[config.mk]
export PLATFORM = sky130hd
export DESIGN_NAME = mbi_top
export DESIGN_NICKNAME = d
export VERILOG_FILES = /design/src/mbi_pkg.sv /design/src/mbi_dec_if.sv /design/src/mbi_intra_dec.sv /design/src/mbi_inter_dec.sv /design/src/mbi_top.sv
export SDC_FILE = /design/constraint.sdc
export NUM_CORES = 1
export LEC_CHECK = 0
export BUFFER_PORTS_ARGS = -buffer_cell sky130_fd_sc_hd__buf_2
export CAP_MARGIN = 0
export CELL_PAD_IN_SITES_DETAIL_PLACEMENT = 1
export CELL_PAD_IN_SITES_GLOBAL_PLACEMENT = 1
export CORE_MARGIN = 3
export CORE_UTILIZATION = 46
export CTS_BUF_LIST = sky130_fd_sc_hd__clkbuf_16
export DETAILED_ROUTE_END_ITERATION = 16
export PLACE_DENSITY_LB_ADDON = 0.1
export SYNTH_ARGS = -nofsm -noshare
export SYNTH_HDL_FRONTEND = slang
export SYNTH_SLANG_ARGS = --single-unit
export TNS_END_PERCENT = 20
[constraint.sdc]
create_clock -name aclk -period 3.1 [get_ports aclk]
set_clock_uncertainty 0.2 [all_clocks]
set_input_delay 0.155 -clock aclk [delete_from_list [all_inputs] [get_ports aclk]]
set_output_delay 0.155 -clock aclk [all_outputs]
set_load 0.03 [all_outputs]
[src/mbi_pkg.sv]
// constants, layouts and types of the macroblock inline field parser
// assumes one 200 mhz clock and an axi4-lite master with 32-bit data
package mbi_pkg;
    localparam int ADDR_W = 8;
    // byte offsets of the register words
    localparam logic [7:0] OFF_CTRL = 8'h00;
    localparam logic [7:0] OFF_DW7 = 8'h04;
    localparam logic [7:0] OFF_DW8 = 8'h08;
    localparam logic [7:0] OFF_DW9 = 8'h0c;
    localparam logic [7:0] OFF_STAT = 8'h10;
    localparam logic [7:0] OFF_INTER = 8'h14;
    localparam logic [7:0] OFF_SCAN = 8'h18;
    // control word fields
    localparam int CTRL_INTRA_BIT = 0;
    localparam int CTRL_LTF_BIT = 1;
    localparam int CTRL_SHAPE_LSB = 2;
    localparam int CTRL_MBTYPE_LSB = 8;
    localparam int CTRL_SEL_LSB = 16;
    localparam int CTRL_RASTER_LSB = 20;
    localparam int CTRL_START_BIT = 31;
    localparam logic [31:0] CTRL_WMASK = 32'h00ff1f0f;
    // intra structure byte, low byte of inline dword 9
    localparam int AV_LEFT_ROW7 = 7;
    localparam int AV_LEFT_UP = 6;
    localparam int AV_LEFT_LO = 5;
    localparam int AV_TOP = 4;
    localparam int AV_TOP_RIGHT = 3;
    localparam int AV_TOP_LEFT = 2;
    localparam int CHROMA_LSB = 0;
    localparam int SUB_LSB = 8;
    localparam logic [4:0] MBTYPE_BIG_MIN = 5'h01;
    localparam logic [4:0] MBTYPE_BIG_MAX = 5'h18;
    localparam logic [3:0] BIG_CODE_MAX = 4'h3;
    localparam logic [3:0] DIR_CODE_MAX = 4'h8;
    // status word fields
    localparam int STAT_VALID_BIT = 0;
    localparam int STAT_RSV_BIT = 1;
    localparam int STAT_MBZ_BIT = 2;
    localparam int STAT_INTRA_BIT = 3;
    localparam int STAT_SIZE_LSB = 4;
    localparam int STAT_CODE_LSB = 8;
    localparam int STAT_MODE_LSB = 12;
    localparam int STAT_CHROMA_LSB = 16;
    localparam int STAT_AVAIL_LSB = 24;
    // inter result word fields
    localparam int INT_L0_LSB = 0;
    localparam int INT_L1_LSB = 8;
    localparam int INT_SUB_LSB = 16;
    localparam int INT_UNUSED_BIT = 18;
    localparam int INT_MBZ_BIT = 19;
    localparam int INT_ALL_LSB = 24;
    localparam logic [1:0] RESP_OKAY = 2'b00;
    localparam logic [1:0] RESP_SLVERR = 2'b10;

    typedef enum logic [0:0] {ST_IDLE = 1'b0, ST_PARSE = 1'b1} mbi_state_e;
    typedef enum logic [1:0] {
        SZ_16 = 2'b00, SZ_8 = 2'b01, SZ_4 = 2'b10, SZ_NONE = 2'b11
    } mbi_size_e;
    typedef enum logic [3:0] {
        LM_VERT = 4'h0, LM_HORIZ = 4'h1, LM_DC = 4'h2, LM_DDL = 4'h3,
        LM_DDR = 4'h4, LM_VR = 4'h5, LM_HD = 4'h6, LM_VL = 4'h7,
        LM_HU = 4'h8, LM_PLANE = 4'h9, LM_RSV = 4'hf
    } mbi_luma_e;
    typedef enum logic [1:0] {
        CH_DC = 2'b00, CH_HORIZ = 2'b01, CH_VERT = 2'b10, CH_PLANE = 2'b11
    } mbi_chroma_e;
    typedef enum logic [1:0] {
        SH_16X16 = 2'b00, SH_16X8 = 2'b01, SH_8X16 = 2'b10, SH_8X8 = 2'b11
    } mbi_shape_e;

    // raster position row*4+col to quadrant-recursive block number
    function automatic logic [3:0] raster_to_block(input logic [3:0] pos);
        raster_to_block = {pos[3], pos[1], pos[2], pos[0]};
    endfunction
endpackage

[src/mbi_dec_if.sv]
// decoded inline fields passed from the two decoders to the parser top
// assumes both decoders are combinational on the top's stored words
interface mbi_dec_if;
    logic [5:0] avail;
    mbi_pkg::mbi_chroma_e chroma;
    mbi_pkg::mbi_size_e size;
    logic [3:0] luma_code;
    mbi_pkg::mbi_luma_e luma_mode;
    logic intra_rsv_err;
    logic intra_mbz_err;
    logic [1:0] sub_mode;
    logic [7:0] sub_modes;
    logic [7:0] ref_l0;
    logic [7:0] ref_l1;
    logic unused_err;
    logic inter_mbz_err;
    modport intra_src (output avail, chroma, size, luma_code, luma_mode,
        intra_rsv_err, intra_mbz_err);
    modport inter_src (output sub_mode, sub_modes, ref_l0, ref_l1,
        unused_err, inter_mbz_err);
    modport sink (input avail, chroma, size, luma_code, luma_mode,
        intra_rsv_err, intra_mbz_err, sub_mode, sub_modes, ref_l0, ref_l1,
        unused_err, inter_mbz_err);
endinterface

[src/mbi_intra_dec.sv]
// intra macroblock field decoder: availability, chroma and luma modes
// assumes stable inputs from registers; purely combinational
module mbi_intra_dec (
    input wire logic [31:0] dw7,
    input wire logic [31:0] dw8,
    input wire logic [31:0] dw9,
    input wire logic [4:0] mb_type,
    input wire logic ltf,
    input wire logic [3:0] sel,
    mbi_dec_if.intra_src dec
);
    logic [63:0] luma;

    function automatic mbi_pkg::mbi_luma_e dir_mode(input logic [3:0] code);
        if (code <= mbi_pkg::DIR_CODE_MAX) begin
            dir_mode = mbi_pkg::mbi_luma_e'(code);
        end else begin
            dir_mode = mbi_pkg::LM_RSV;
        end
    endfunction

    assign luma = {dw8, dw7};

    always_comb begin
        dec.avail = {dw9[mbi_pkg::AV_LEFT_ROW7], dw9[mbi_pkg::AV_LEFT_UP],
            dw9[mbi_pkg::AV_LEFT_LO],
            dw9[mbi_pkg::AV_TOP], dw9[mbi_pkg::AV_TOP_RIGHT],
            dw9[mbi_pkg::AV_TOP_LEFT]};
        // byte sits in dword 9 low bits, two low bits pick chroma
        dec.chroma = mbi_pkg::mbi_chroma_e'(dw9[mbi_pkg::CHROMA_LSB +: 2]);
        dec.intra_mbz_err = (dw9[31:8] != 24'h0);
        dec.luma_code = 4'h0;
        dec.luma_mode = mbi_pkg::LM_RSV;
        dec.intra_rsv_err = 1'b1;
        if (mb_type == 5'h00) begin
            dec.size = ltf ? mbi_pkg::SZ_8 : mbi_pkg::SZ_4;
        end else if (mb_type >= mbi_pkg::MBTYPE_BIG_MIN &&
                     mb_type <= mbi_pkg::MBTYPE_BIG_MAX && !ltf) begin
            dec.size = mbi_pkg::SZ_16;
        end else begin
            dec.size = mbi_pkg::SZ_NONE;
        end
        case (dec.size)
            mbi_pkg::SZ_16: begin
                dec.luma_code = luma[3:0];
                dec.intra_mbz_err = dec.intra_mbz_err | (luma[63:4] != 60'h0);
                dec.intra_rsv_err = luma[3:0] > mbi_pkg::BIG_CODE_MAX;
                case (luma[3:0])
                    4'h0: dec.luma_mode = mbi_pkg::LM_VERT;
                    4'h1: dec.luma_mode = mbi_pkg::LM_HORIZ;
                    4'h2: dec.luma_mode = mbi_pkg::LM_DC;
                    4'h3: dec.luma_mode = mbi_pkg::LM_PLANE;
                    default: dec.luma_mode = mbi_pkg::LM_RSV;
                endcase
            end
            mbi_pkg::SZ_8: begin
                dec.luma_code = luma[{sel[1:0], 2'b00} +: 4];
                dec.intra_mbz_err = dec.intra_mbz_err | (luma[63:16] != 48'h0);
                dec.luma_mode = dir_mode(dec.luma_code);
                dec.intra_rsv_err = dec.luma_code > mbi_pkg::DIR_CODE_MAX;
            end
            mbi_pkg::SZ_4: begin
                // word n/8, nibble n mod 8 lands on bit 4n of the pair
                dec.luma_code = luma[{sel, 2'b00} +: 4];
                dec.luma_mode = dir_mode(dec.luma_code);
                dec.intra_rsv_err = dec.luma_code > mbi_pkg::DIR_CODE_MAX;
            end
            default: begin
                dec.intra_rsv_err = 1'b1;
            end
        endcase
    end
endmodule

[src/mbi_inter_dec.sv]
// inter macroblock field decoder: sub-partition modes and ref indices
// assumes stable inputs from registers; purely combinational
module mbi_inter_dec (
    input wire logic [31:0] dw7,
    input wire logic [31:0] dw8,
    input wire logic [31:0] dw9,
    input wire logic [1:0] shape,
    input wire logic [1:0] sel,
    mbi_dec_if.inter_src dec
);
    function automatic logic [7:0] byte_of(input logic [31:0] w,
                                           input logic [1:0] idx);
        byte_of = w[{idx, 3'b000} +: 8];
    endfunction

    always_comb begin
        dec.sub_modes = dw7[mbi_pkg::SUB_LSB +: 8];
        dec.sub_mode = dec.sub_modes[{sel, 1'b0} +: 2];
        dec.ref_l0 = byte_of(dw8, sel);
        dec.ref_l1 = byte_of(dw9, sel);
        dec.inter_mbz_err = (dw7[31:16] != 16'h0);
        // flags a source that left unused subfields nonzero
        case (mbi_pkg::mbi_shape_e'(shape))
            mbi_pkg::SH_16X16: dec.unused_err = dec.sub_modes[7:2] != 6'h0;
            mbi_pkg::SH_16X8,
            mbi_pkg::SH_8X16: dec.unused_err = dec.sub_modes[7:4] != 4'h0;
            default: dec.unused_err = 1'b0;
        endcase
    end
endmodule

[src/mbi_top.sv]
// macroblock inline field parser with an axi4-lite register slave
// assumes a single-outstanding axi4-lite master on the same clock
//
// Overview of operation
// - bits 7,6,5 of the structure byte are left row7, left upper, lower
// - bits 4,3,2 are top, top-right and top-left availability
// - two low bits of the structure byte give the chroma mode
// - inter sub-partition modes are bits 15:8 of dword 7
// - sub-partition mode k sits at bits 2k+1:2k of that byte
// - list-0 ref index k is byte k of dword 8
// - list-1 ref index k is byte k of dword 9
// - 16x16 intra uses only bits 3:0 of luma word 0
// - 8x8 intra block n is nibble n of luma word 0
// - 4x4 intra block n is word n/8, nibble n mod 8
// - 16x16 codes 0-3 vertical, horizontal, dc, plane; rest reserved
// - 8x8 codes 0-8 are the nine directions; 9-15 reserved
// - 4x4 codes 0-8 carry the same nine directions; 9-15 reserved
// - chroma code 0 dc, 1 horizontal, 2 vertical
// - subdivided blocks are numbered quadrant-recursively
// - the structure byte is bits 7:0 of intra dword 9
//
// The register addresses and the AXI4-Lite register port were chosen for this implementation.
module mbi_top (
    input wire logic aclk,
    input wire logic aresetn,
    input wire logic [7:0] s_awaddr,
    input wire logic s_awvalid,
    output logic s_awready,
    input wire logic [31:0] s_wdata,
    input wire logic [3:0] s_wstrb,
    input wire logic s_wvalid,
    output logic s_wready,
    output logic [1:0] s_bresp,
    output logic s_bvalid,
    input wire logic s_bready,
    input wire logic [7:0] s_araddr,
    input wire logic s_arvalid,
    output logic s_arready,
    output logic [31:0] s_rdata,
    output logic [1:0] s_rresp,
    output logic s_rvalid,
    input wire logic s_rready
);
    typedef struct packed {
        mbi_pkg::mbi_state_e state;
        logic [31:0] ctrl;
        logic [31:0] dw7;
        logic [31:0] dw8;
        logic [31:0] dw9;
        logic [31:0] stat;
        logic [31:0] inter;
        logic aw_have;
        logic [7:0] awaddr;
        logic w_have;
        logic [31:0] wdata;
        logic [3:0] wstrb;
        logic awready;
        logic wready;
        logic bvalid;
        logic [1:0] bresp;
        logic arready;
        logic rvalid;
        logic [31:0] rdata;
        logic [1:0] rresp;
    } mbi_regs_s;

    localparam mbi_regs_s REGS_RST = '0;

    mbi_regs_s r_r;
    mbi_regs_s r_nxt;
    mbi_dec_if dec_bus ();

    logic intra;
    logic [3:0] blk_sel;
    logic [31:0] merged;

    function automatic logic [31:0] apply_strb(input logic [31:0] old,
                                               input logic [31:0] val,
                                               input logic [3:0] strb);
        logic [31:0] res;
        res = old;
        for (int i = 0; i < 4; i++) begin
            if (strb[i]) begin
                res[i*8 +: 8] = val[i*8 +: 8];
            end
        end
        apply_strb = res;
    endfunction

    assign intra = r_r.ctrl[mbi_pkg::CTRL_INTRA_BIT];
    assign blk_sel = r_r.ctrl[mbi_pkg::CTRL_SEL_LSB +: 4];

    mbi_intra_dec u_intra (
        .dw7(r_r.dw7),
        .dw8(r_r.dw8),
        .dw9(r_r.dw9),
        .mb_type(r_r.ctrl[mbi_pkg::CTRL_MBTYPE_LSB +: 5]),
        .ltf(r_r.ctrl[mbi_pkg::CTRL_LTF_BIT]),
        .sel(blk_sel),
        .dec(dec_bus.intra_src)
    );

    mbi_inter_dec u_inter (
        .dw7(r_r.dw7),
        .dw8(r_r.dw8),
        .dw9(r_r.dw9),
        .shape(r_r.ctrl[mbi_pkg::CTRL_SHAPE_LSB +: 2]),
        .sel(blk_sel[1:0]),
        .dec(dec_bus.inter_src)
    );

    always_comb begin
        r_nxt = r_r;
        merged = 32'h0;
        if (s_awvalid && r_r.awready) begin
            r_nxt.aw_have = 1'b1;
            r_nxt.awaddr = s_awaddr;
        end
        if (s_wvalid && r_r.wready) begin
            r_nxt.w_have = 1'b1;
            r_nxt.wdata = s_wdata;
            r_nxt.wstrb = s_wstrb;
        end
        if (r_r.bvalid && s_bready) begin
            r_nxt.bvalid = 1'b0;
        end
        // writes wait out the parse cycle so results match the stored words
        if (r_r.aw_have && r_r.w_have && !r_r.bvalid &&
            r_r.state == mbi_pkg::ST_IDLE) begin
            r_nxt.aw_have = 1'b0;
            r_nxt.w_have = 1'b0;
            r_nxt.bvalid = 1'b1;
            r_nxt.bresp = mbi_pkg::RESP_OKAY;
            case (r_r.awaddr)
                mbi_pkg::OFF_CTRL: begin
                    merged = apply_strb(r_r.ctrl, r_r.wdata, r_r.wstrb);
                    r_nxt.ctrl = merged & mbi_pkg::CTRL_WMASK;
                    if (merged[mbi_pkg::CTRL_START_BIT]) begin
                        r_nxt.state = mbi_pkg::ST_PARSE;
                    end
                end
                mbi_pkg::OFF_DW7: begin
                    r_nxt.dw7 = apply_strb(r_r.dw7, r_r.wdata, r_r.wstrb);
                    r_nxt.stat[mbi_pkg::STAT_VALID_BIT] = 1'b0;
                end
                mbi_pkg::OFF_DW8: begin
                    r_nxt.dw8 = apply_strb(r_r.dw8, r_r.wdata, r_r.wstrb);
                    r_nxt.stat[mbi_pkg::STAT_VALID_BIT] = 1'b0;
                end
                mbi_pkg::OFF_DW9: begin
                    r_nxt.dw9 = apply_strb(r_r.dw9, r_r.wdata, r_r.wstrb);
                    r_nxt.stat[mbi_pkg::STAT_VALID_BIT] = 1'b0;
                end
                mbi_pkg::OFF_STAT, mbi_pkg::OFF_INTER, mbi_pkg::OFF_SCAN: begin
                    r_nxt.bresp = mbi_pkg::RESP_OKAY;
                end
                default: r_nxt.bresp = mbi_pkg::RESP_SLVERR;
            endcase
        end
        case (r_r.state)
            mbi_pkg::ST_PARSE: begin
                r_nxt.state = mbi_pkg::ST_IDLE;
                r_nxt.stat = 32'h0;
                r_nxt.stat[mbi_pkg::STAT_VALID_BIT] = 1'b1;
                r_nxt.stat[mbi_pkg::STAT_INTRA_BIT] = intra;
                r_nxt.stat[mbi_pkg::STAT_RSV_BIT] =
                    intra & dec_bus.intra_rsv_err;
                r_nxt.stat[mbi_pkg::STAT_MBZ_BIT] = intra ?
                    dec_bus.intra_mbz_err : dec_bus.inter_mbz_err;
                r_nxt.stat[mbi_pkg::STAT_SIZE_LSB +: 2] = dec_bus.size;
                r_nxt.stat[mbi_pkg::STAT_CODE_LSB +: 4] = dec_bus.luma_code;
                r_nxt.stat[mbi_pkg::STAT_MODE_LSB +: 4] = dec_bus.luma_mode;
                r_nxt.stat[mbi_pkg::STAT_CHROMA_LSB +: 2] =
                    dec_bus.chroma;
                r_nxt.stat[mbi_pkg::STAT_AVAIL_LSB +: 6] =
                    dec_bus.avail;
                r_nxt.inter = 32'h0;
                r_nxt.inter[mbi_pkg::INT_L0_LSB +: 8] = dec_bus.ref_l0;
                r_nxt.inter[mbi_pkg::INT_L1_LSB +: 8] = dec_bus.ref_l1;
                r_nxt.inter[mbi_pkg::INT_SUB_LSB +: 2] = dec_bus.sub_mode;
                r_nxt.inter[mbi_pkg::INT_UNUSED_BIT] =
                    !intra & dec_bus.unused_err;
                r_nxt.inter[mbi_pkg::INT_MBZ_BIT] =
                    !intra & dec_bus.inter_mbz_err;
                r_nxt.inter[mbi_pkg::INT_ALL_LSB +: 8] = dec_bus.sub_modes;
            end
            default: begin
            end
        endcase
        if (r_r.rvalid && s_rready) begin
            r_nxt.rvalid = 1'b0;
        end
        if (s_arvalid && r_r.arready) begin
            r_nxt.rvalid = 1'b1;
            r_nxt.rresp = mbi_pkg::RESP_OKAY;
            case (s_araddr)
                mbi_pkg::OFF_CTRL: r_nxt.rdata = r_r.ctrl;
                mbi_pkg::OFF_DW7: r_nxt.rdata = r_r.dw7;
                mbi_pkg::OFF_DW8: r_nxt.rdata = r_r.dw8;
                mbi_pkg::OFF_DW9: r_nxt.rdata = r_r.dw9;
                mbi_pkg::OFF_STAT: r_nxt.rdata = r_r.stat;
                mbi_pkg::OFF_INTER: r_nxt.rdata = r_r.inter;
                mbi_pkg::OFF_SCAN: r_nxt.rdata = {28'h0,
                    mbi_pkg::raster_to_block(
                        r_r.ctrl[mbi_pkg::CTRL_RASTER_LSB +: 4])};
                default: begin
                    r_nxt.rdata = 32'h0;
                    r_nxt.rresp = mbi_pkg::RESP_SLVERR;
                end
            endcase
        end
        // readies registered so every port comes from a flop
        r_nxt.awready = !r_nxt.aw_have && !r_nxt.bvalid;
        r_nxt.wready = !r_nxt.w_have && !r_nxt.bvalid;
        r_nxt.arready = !r_nxt.rvalid;
    end

    always_ff @(posedge aclk) begin
        if (!aresetn) begin
            r_r <= REGS_RST;
        end else begin
            r_r <= r_nxt;
        end
    end

    assign s_awready = r_r.awready;
    assign s_wready = r_r.wready;
    assign s_bresp = r_r.bresp;
    assign s_bvalid = r_r.bvalid;
    assign s_arready = r_r.arready;
    assign s_rdata = r_r.rdata;
    assign s_rresp = r_r.rresp;
    assign s_rvalid = r_r.rvalid;

    // expected values built straight from the stored words
    logic [1:0] exp_sub;
    logic [7:0] exp_l0;
    logic [7:0] exp_l1;
    logic [3:0] exp_small;
    logic parse;
    logic small_mode;
    assign exp_sub = r_r.dw7[mbi_pkg::SUB_LSB + 2 * blk_sel[1:0] +: 2];
    assign exp_l0 = r_r.dw8[8 * blk_sel[1:0] +: 8];
    assign exp_l1 = r_r.dw9[8 * blk_sel[1:0] +: 8];
    assign exp_small = blk_sel[3] ? r_r.dw8[16 * blk_sel[2] +
        4 * blk_sel[1:0] +: 4] : r_r.dw7[16 * blk_sel[2] +
        4 * blk_sel[1:0] +: 4];
    assign parse = r_r.state == mbi_pkg::ST_PARSE;
    assign small_mode = r_r.ctrl[mbi_pkg::CTRL_MBTYPE_LSB +: 5] == 5'h00 &&
        !r_r.ctrl[mbi_pkg::CTRL_LTF_BIT];
endmodule

==> impl_metrics.env <==
export IMPL_outcome="complete, no violations"
export IMPL_grt_antenna_before_repair=0
export IMPL_ys_async_sr_fraction=0
export IMPL_crit_chain="buf_4 > mux2i_1 > mux2i_1 > a211oi_1 > o22ai_1 > a2111oi_2 > a31oi_1"
export IMPL_post_route_ant_nets=0
export IMPL_cts_htree_levels=1
export IMPL_p_sw_mw=1.64
export IMPL_cts_buffers_inserted=27
export IMPL_area_growth_syn_to_layout_pct=19.0
export IMPL_synthesis_area_per_instance_sq_um=8.82
export IMPL_timing_hold_worst_class="in -> reg"
export IMPL_floorplan_core_area_sq_mm=0.0264
export IMPL_critPathMaxFanout=18
export IMPL_ctsRootBufferMaster="clkbuf_16"
export IMPL_finalCriticalPeriod_ns=2.84
export IMPL_synth_seq_area_share=0.399
export IMPL_drt_drc_violations_left=0
export IMPL_seqPwrFrac=0.477
export IMPL_placer_congestion=1.04
export IMPL_final_layout_size_suffix_gt1_frac=0.158
export IMPL_startpoint_type="flop"
export IMPL_fin_crit_sh=0.917
export IMPL_layout_filler_cells=3047
export IMPL_fin_nets=1604
export IMPL_clock_power_share=0.462
export IMPL_number_of_buffers_on_the_longest_clock_path=3
export IMPL_dieArea_sq_mm=0.0292
export IMPL_critical_path_data_required_time_ns=3.28
export IMPL_grt_max_degree=99
export IMPL_detailedRoute_firstPassIterationCount=5
export IMPL_crit_family="compound AO/OA/AOI/OAI gates"
export IMPL_post_drt_wl_per_cell_microns=25.3
export IMPL_hold_violations=0
export IMPL_worstMarginPinSlew_ns=0.970
export IMPL_grt_total_usage=0.324
export IMPL_clock_fmax_mhz=352
export IMPL_effective_utilization_at_floorplan=0.474
export IMPL_std_cell_rows=59
export IMPL_cpMostUsedCell="mux2i_1"
export IMPL_tritoncts="yes"
export IMPL_internal_power_mw=5.25
export IMPL_critPathArrivalTime_ns=3.03
export IMPL_grt_pass1_wl_mm=72.8
export IMPL_dp_final_hpwl_mm=34.2
export IMPL_via_per_inst=6.22
export IMPL_routed_wirelength_mm=48.0
export IMPL_power_density_mw_per_mm2=464
export IMPL_rsz_0062_raised_after_global_routing="false"
export IMPL_netlist_area_sq_mm=0.0125
export IMPL_synthCells=1416
export IMPL_timing_critical_path_buf_inv=1
export IMPL_library_cells_used_by_synthesis=62
export IMPL_clock_latency_ns=0.55
export IMPL_count_of_state_elements_after_synthesis=249
export IMPL_finalSetupViolCount=0
export IMPL_peakVddDrop_mv=0.310
export IMPL_drv_slew=0
export IMPL_total_congestion_overflow_after_global_routing=0
export IMPL_synth_flop_cell="dfxtp_1"
export IMPL_number_of_enable_flip_flop_cells_after_synthesis=0
export IMPL_worst_setup_slack_for_register_to_register_paths_ns=0.26
export IMPL_share_comb_of_total_power=0.062
export IMPL_ios=100
export IMPL_vias_in_the_first_global_route=11853
export IMPL_cts_sinks=249
export IMPL_critPathMaxStageDelay_ns=0.59
export IMPL_critPathKind="reg -> reg"
export IMPL_timing_slew_headroom=0.352
export IMPL_dieWidth_microns=171
export IMPL_num_vias=11809
export IMPL_synth_warning_count=0
export IMPL_cts_clk_slew_worst_paths_ns=0.06
export IMPL_setup_tns_ns=0
export IMPL_max_cap_viol_count=0
export IMPL_drt_first_iter_violations=1253
export IMPL_switching_share=0.238
export IMPL_die_h_microns=171
export IMPL_worstSetupEndpointType="flop"
export IMPL_critPathSlowestCell="a2111oi_2"
export IMPL_io_buffer_count=97
export IMPL_power_leakage_nw=5.05
export IMPL_fin_ws_ns=0.257
export IMPL_post_placement_setup_slack_ns=0.188
worst paths after layout:
| kind | cells after the start | to | start |
|---|---|---|---|
| max | 7 | r_r[133] | blk_sel[0] |
| min | 4 | s_rdata[0] | s_araddr[5] |
| max reg2reg | 7 | r_r[133] | blk_sel[0] |
| min reg2reg | 2 | s_rdata[3] | s_rdata[3] |
cell type report:
class / instances / area, sq um / area share
well taps: 335 / 419 / 0.0282
diodes: 1 / 2.50 / 0.000168
inverters: 6 / 22.5 / 0.00151
flip-flops and latches: 249 / 4990 / 0.336
multi-input cells: 1015 / 6720 / 0.452
clock inverters: 22 / 179 / 0.0120
clock buffers: 27 / 676 / 0.0454
repair buffers: 244 / 1860 / 0.125
routing by layer:
layer	global-route usage	routed length [microns]
met1	0.440	20400
met2	0.513	21500
met4	0.136	2460
met3	0.0543	3710
met5	0	0
through the flow:
stage	total power, mW	hold WS [ns]	utilization	cells	area, sq um
2_1_floorplan	3.57	0.0999	-	1417	12500
3_3_place_gp	3.69	0.206	0.501	1769	13200
3_5_place_dp	3.70	0.216	0.501	1769	13200
4_1_cts	6.92	0.00188	0.564	1898	14900
5_1_grt	7.12	0.0721	0.564	1898	14900
6_report	6.90	0.0292	0.564	1899	14900
power groups by stage:
stage | Sequential, mW | Combinational (mW) | Clock (mW)
floorplan | 3.34 | 0.230 | 0
global placement | 3.35 | 0.338 | 0
detailed placement | 3.36 | 0.344 | 0
CTS | 3.29 | 0.417 | 3.22
global route | 3.29 | 0.464 | 3.36
finish | 3.29 | 0.428 | 3.18
state kept, by name (all words and copies together), names as in the netlist:
register / flops
s_wready: 1
r_r: 204
s_rvalid: 1
s_bresp: 1
s_arready: 1
intra: 1
s_awready: 1
s_bvalid: 1
s_rresp: 1
blk_sel: 4
parse: 1
s_rdata: 32
what timing repair did:
action / CTS / global route
endpoints found under the setup margin: 0 / 1
buffers inserted: 0 / 0
gates resized for setup: 0 / 1
hold buffers: 80 / 0
hold endpoints to repair: 103 / 0
cells in the mapped netlist, types with 4 or more instances:
master / n / area share
inv_1: 6 / 0.0018
nand3_1: 137 / 0.055
a21boi_0: 151 / 0.091
mux4_2: 27 / 0.049
or4_1: 5 / 0.0030
nor2_1: 18 / 0.0054
nand3b_1: 5 / 0.0030
o22ai_1: 9 / 0.0045
a211oi_1: 6 / 0.0036
nand4_1: 6 / 0.0030
buf_6: 9 / 0.0081
nor2b_1: 67 / 0.034
a21boi_1: 20 / 0.012
mux2i_1: 78 / 0.063
o2bb2ai_1: 11 / 0.0077
mux2_2: 4 / 0.0036
and3_1: 5 / 0.0025
and2_1: 11 / 0.0055
a21oi_1: 16 / 0.0064
buf_1: 5 / 0.0015
buf_2: 22 / 0.0088
dfxtp_1: 249 / 0.40
a22oi_1: 50 / 0.030
nor3_1: 11 / 0.0044
nor4_1: 17 / 0.0085
nand2_1: 251 / 0.075
o21ai_0: 35 / 0.014
a221o_1: 16 / 0.013
or3_1: 5 / 0.0025
nand2b_1: 8 / 0.0040
buf_4: 36 / 0.022
clkbuf_1: 75 / 0.023
tightest hold or removal path: stages:
cell      delay, ns
buf_2          0.09
or3_1          0.24
a211o_1        0.17
a21boi_0       0.08
cells by family after synthesis:
family / Yosys count / share of synthesized area
AND/OR/NAND/NOR: 557 / 0.216
AO/OA/AOI/OAI: 345 / 0.204
flip-flops: 249 / 0.399
buffers and inverters: 153 / 0.0644
multiplexers: 109 / 0.115
adder cells (fa/ha/maj): 2 / 0.00200
other: 1 / 0.000300
placed cells by master (no fill, tap or decap), drive strengths merged, types with 3 or more instances in the layout:
master / synthesis / layout
a211oi: 6 / 6
a21boi: 171 / 171
a21oi: 16 / 16
a221o: 16 / 16
a22oi: 50 / 50
a31oi: 3 / 3
and2: 11 / 11
and3: 5 / 5
buf: 72 / 164
bufinv: 0 / 3
clkbuf: 75 / 27
clkinv: 0 / 11
dfxtp: 249 / 249
dlygate4sd3: 0 / 80
inv: 6 / 13
mux2: 4 / 4
mux2i: 78 / 78
mux4: 27 / 27
nand2: 251 / 251
nand2b: 8 / 8
nand3: 137 / 137
nand3b: 5 / 5
nand4: 6 / 6
nor2: 19 / 19
nor2b: 67 / 67
nor3: 11 / 11
nor4: 18 / 18
nor4b: 3 / 3
o21a: 3 / 3
o21ai: 35 / 35
o22ai: 9 / 9
o2bb2ai: 11 / 11
or3: 5 / 5
or4: 5 / 5
Note: power is estimated with default switching activity, not from simulation.
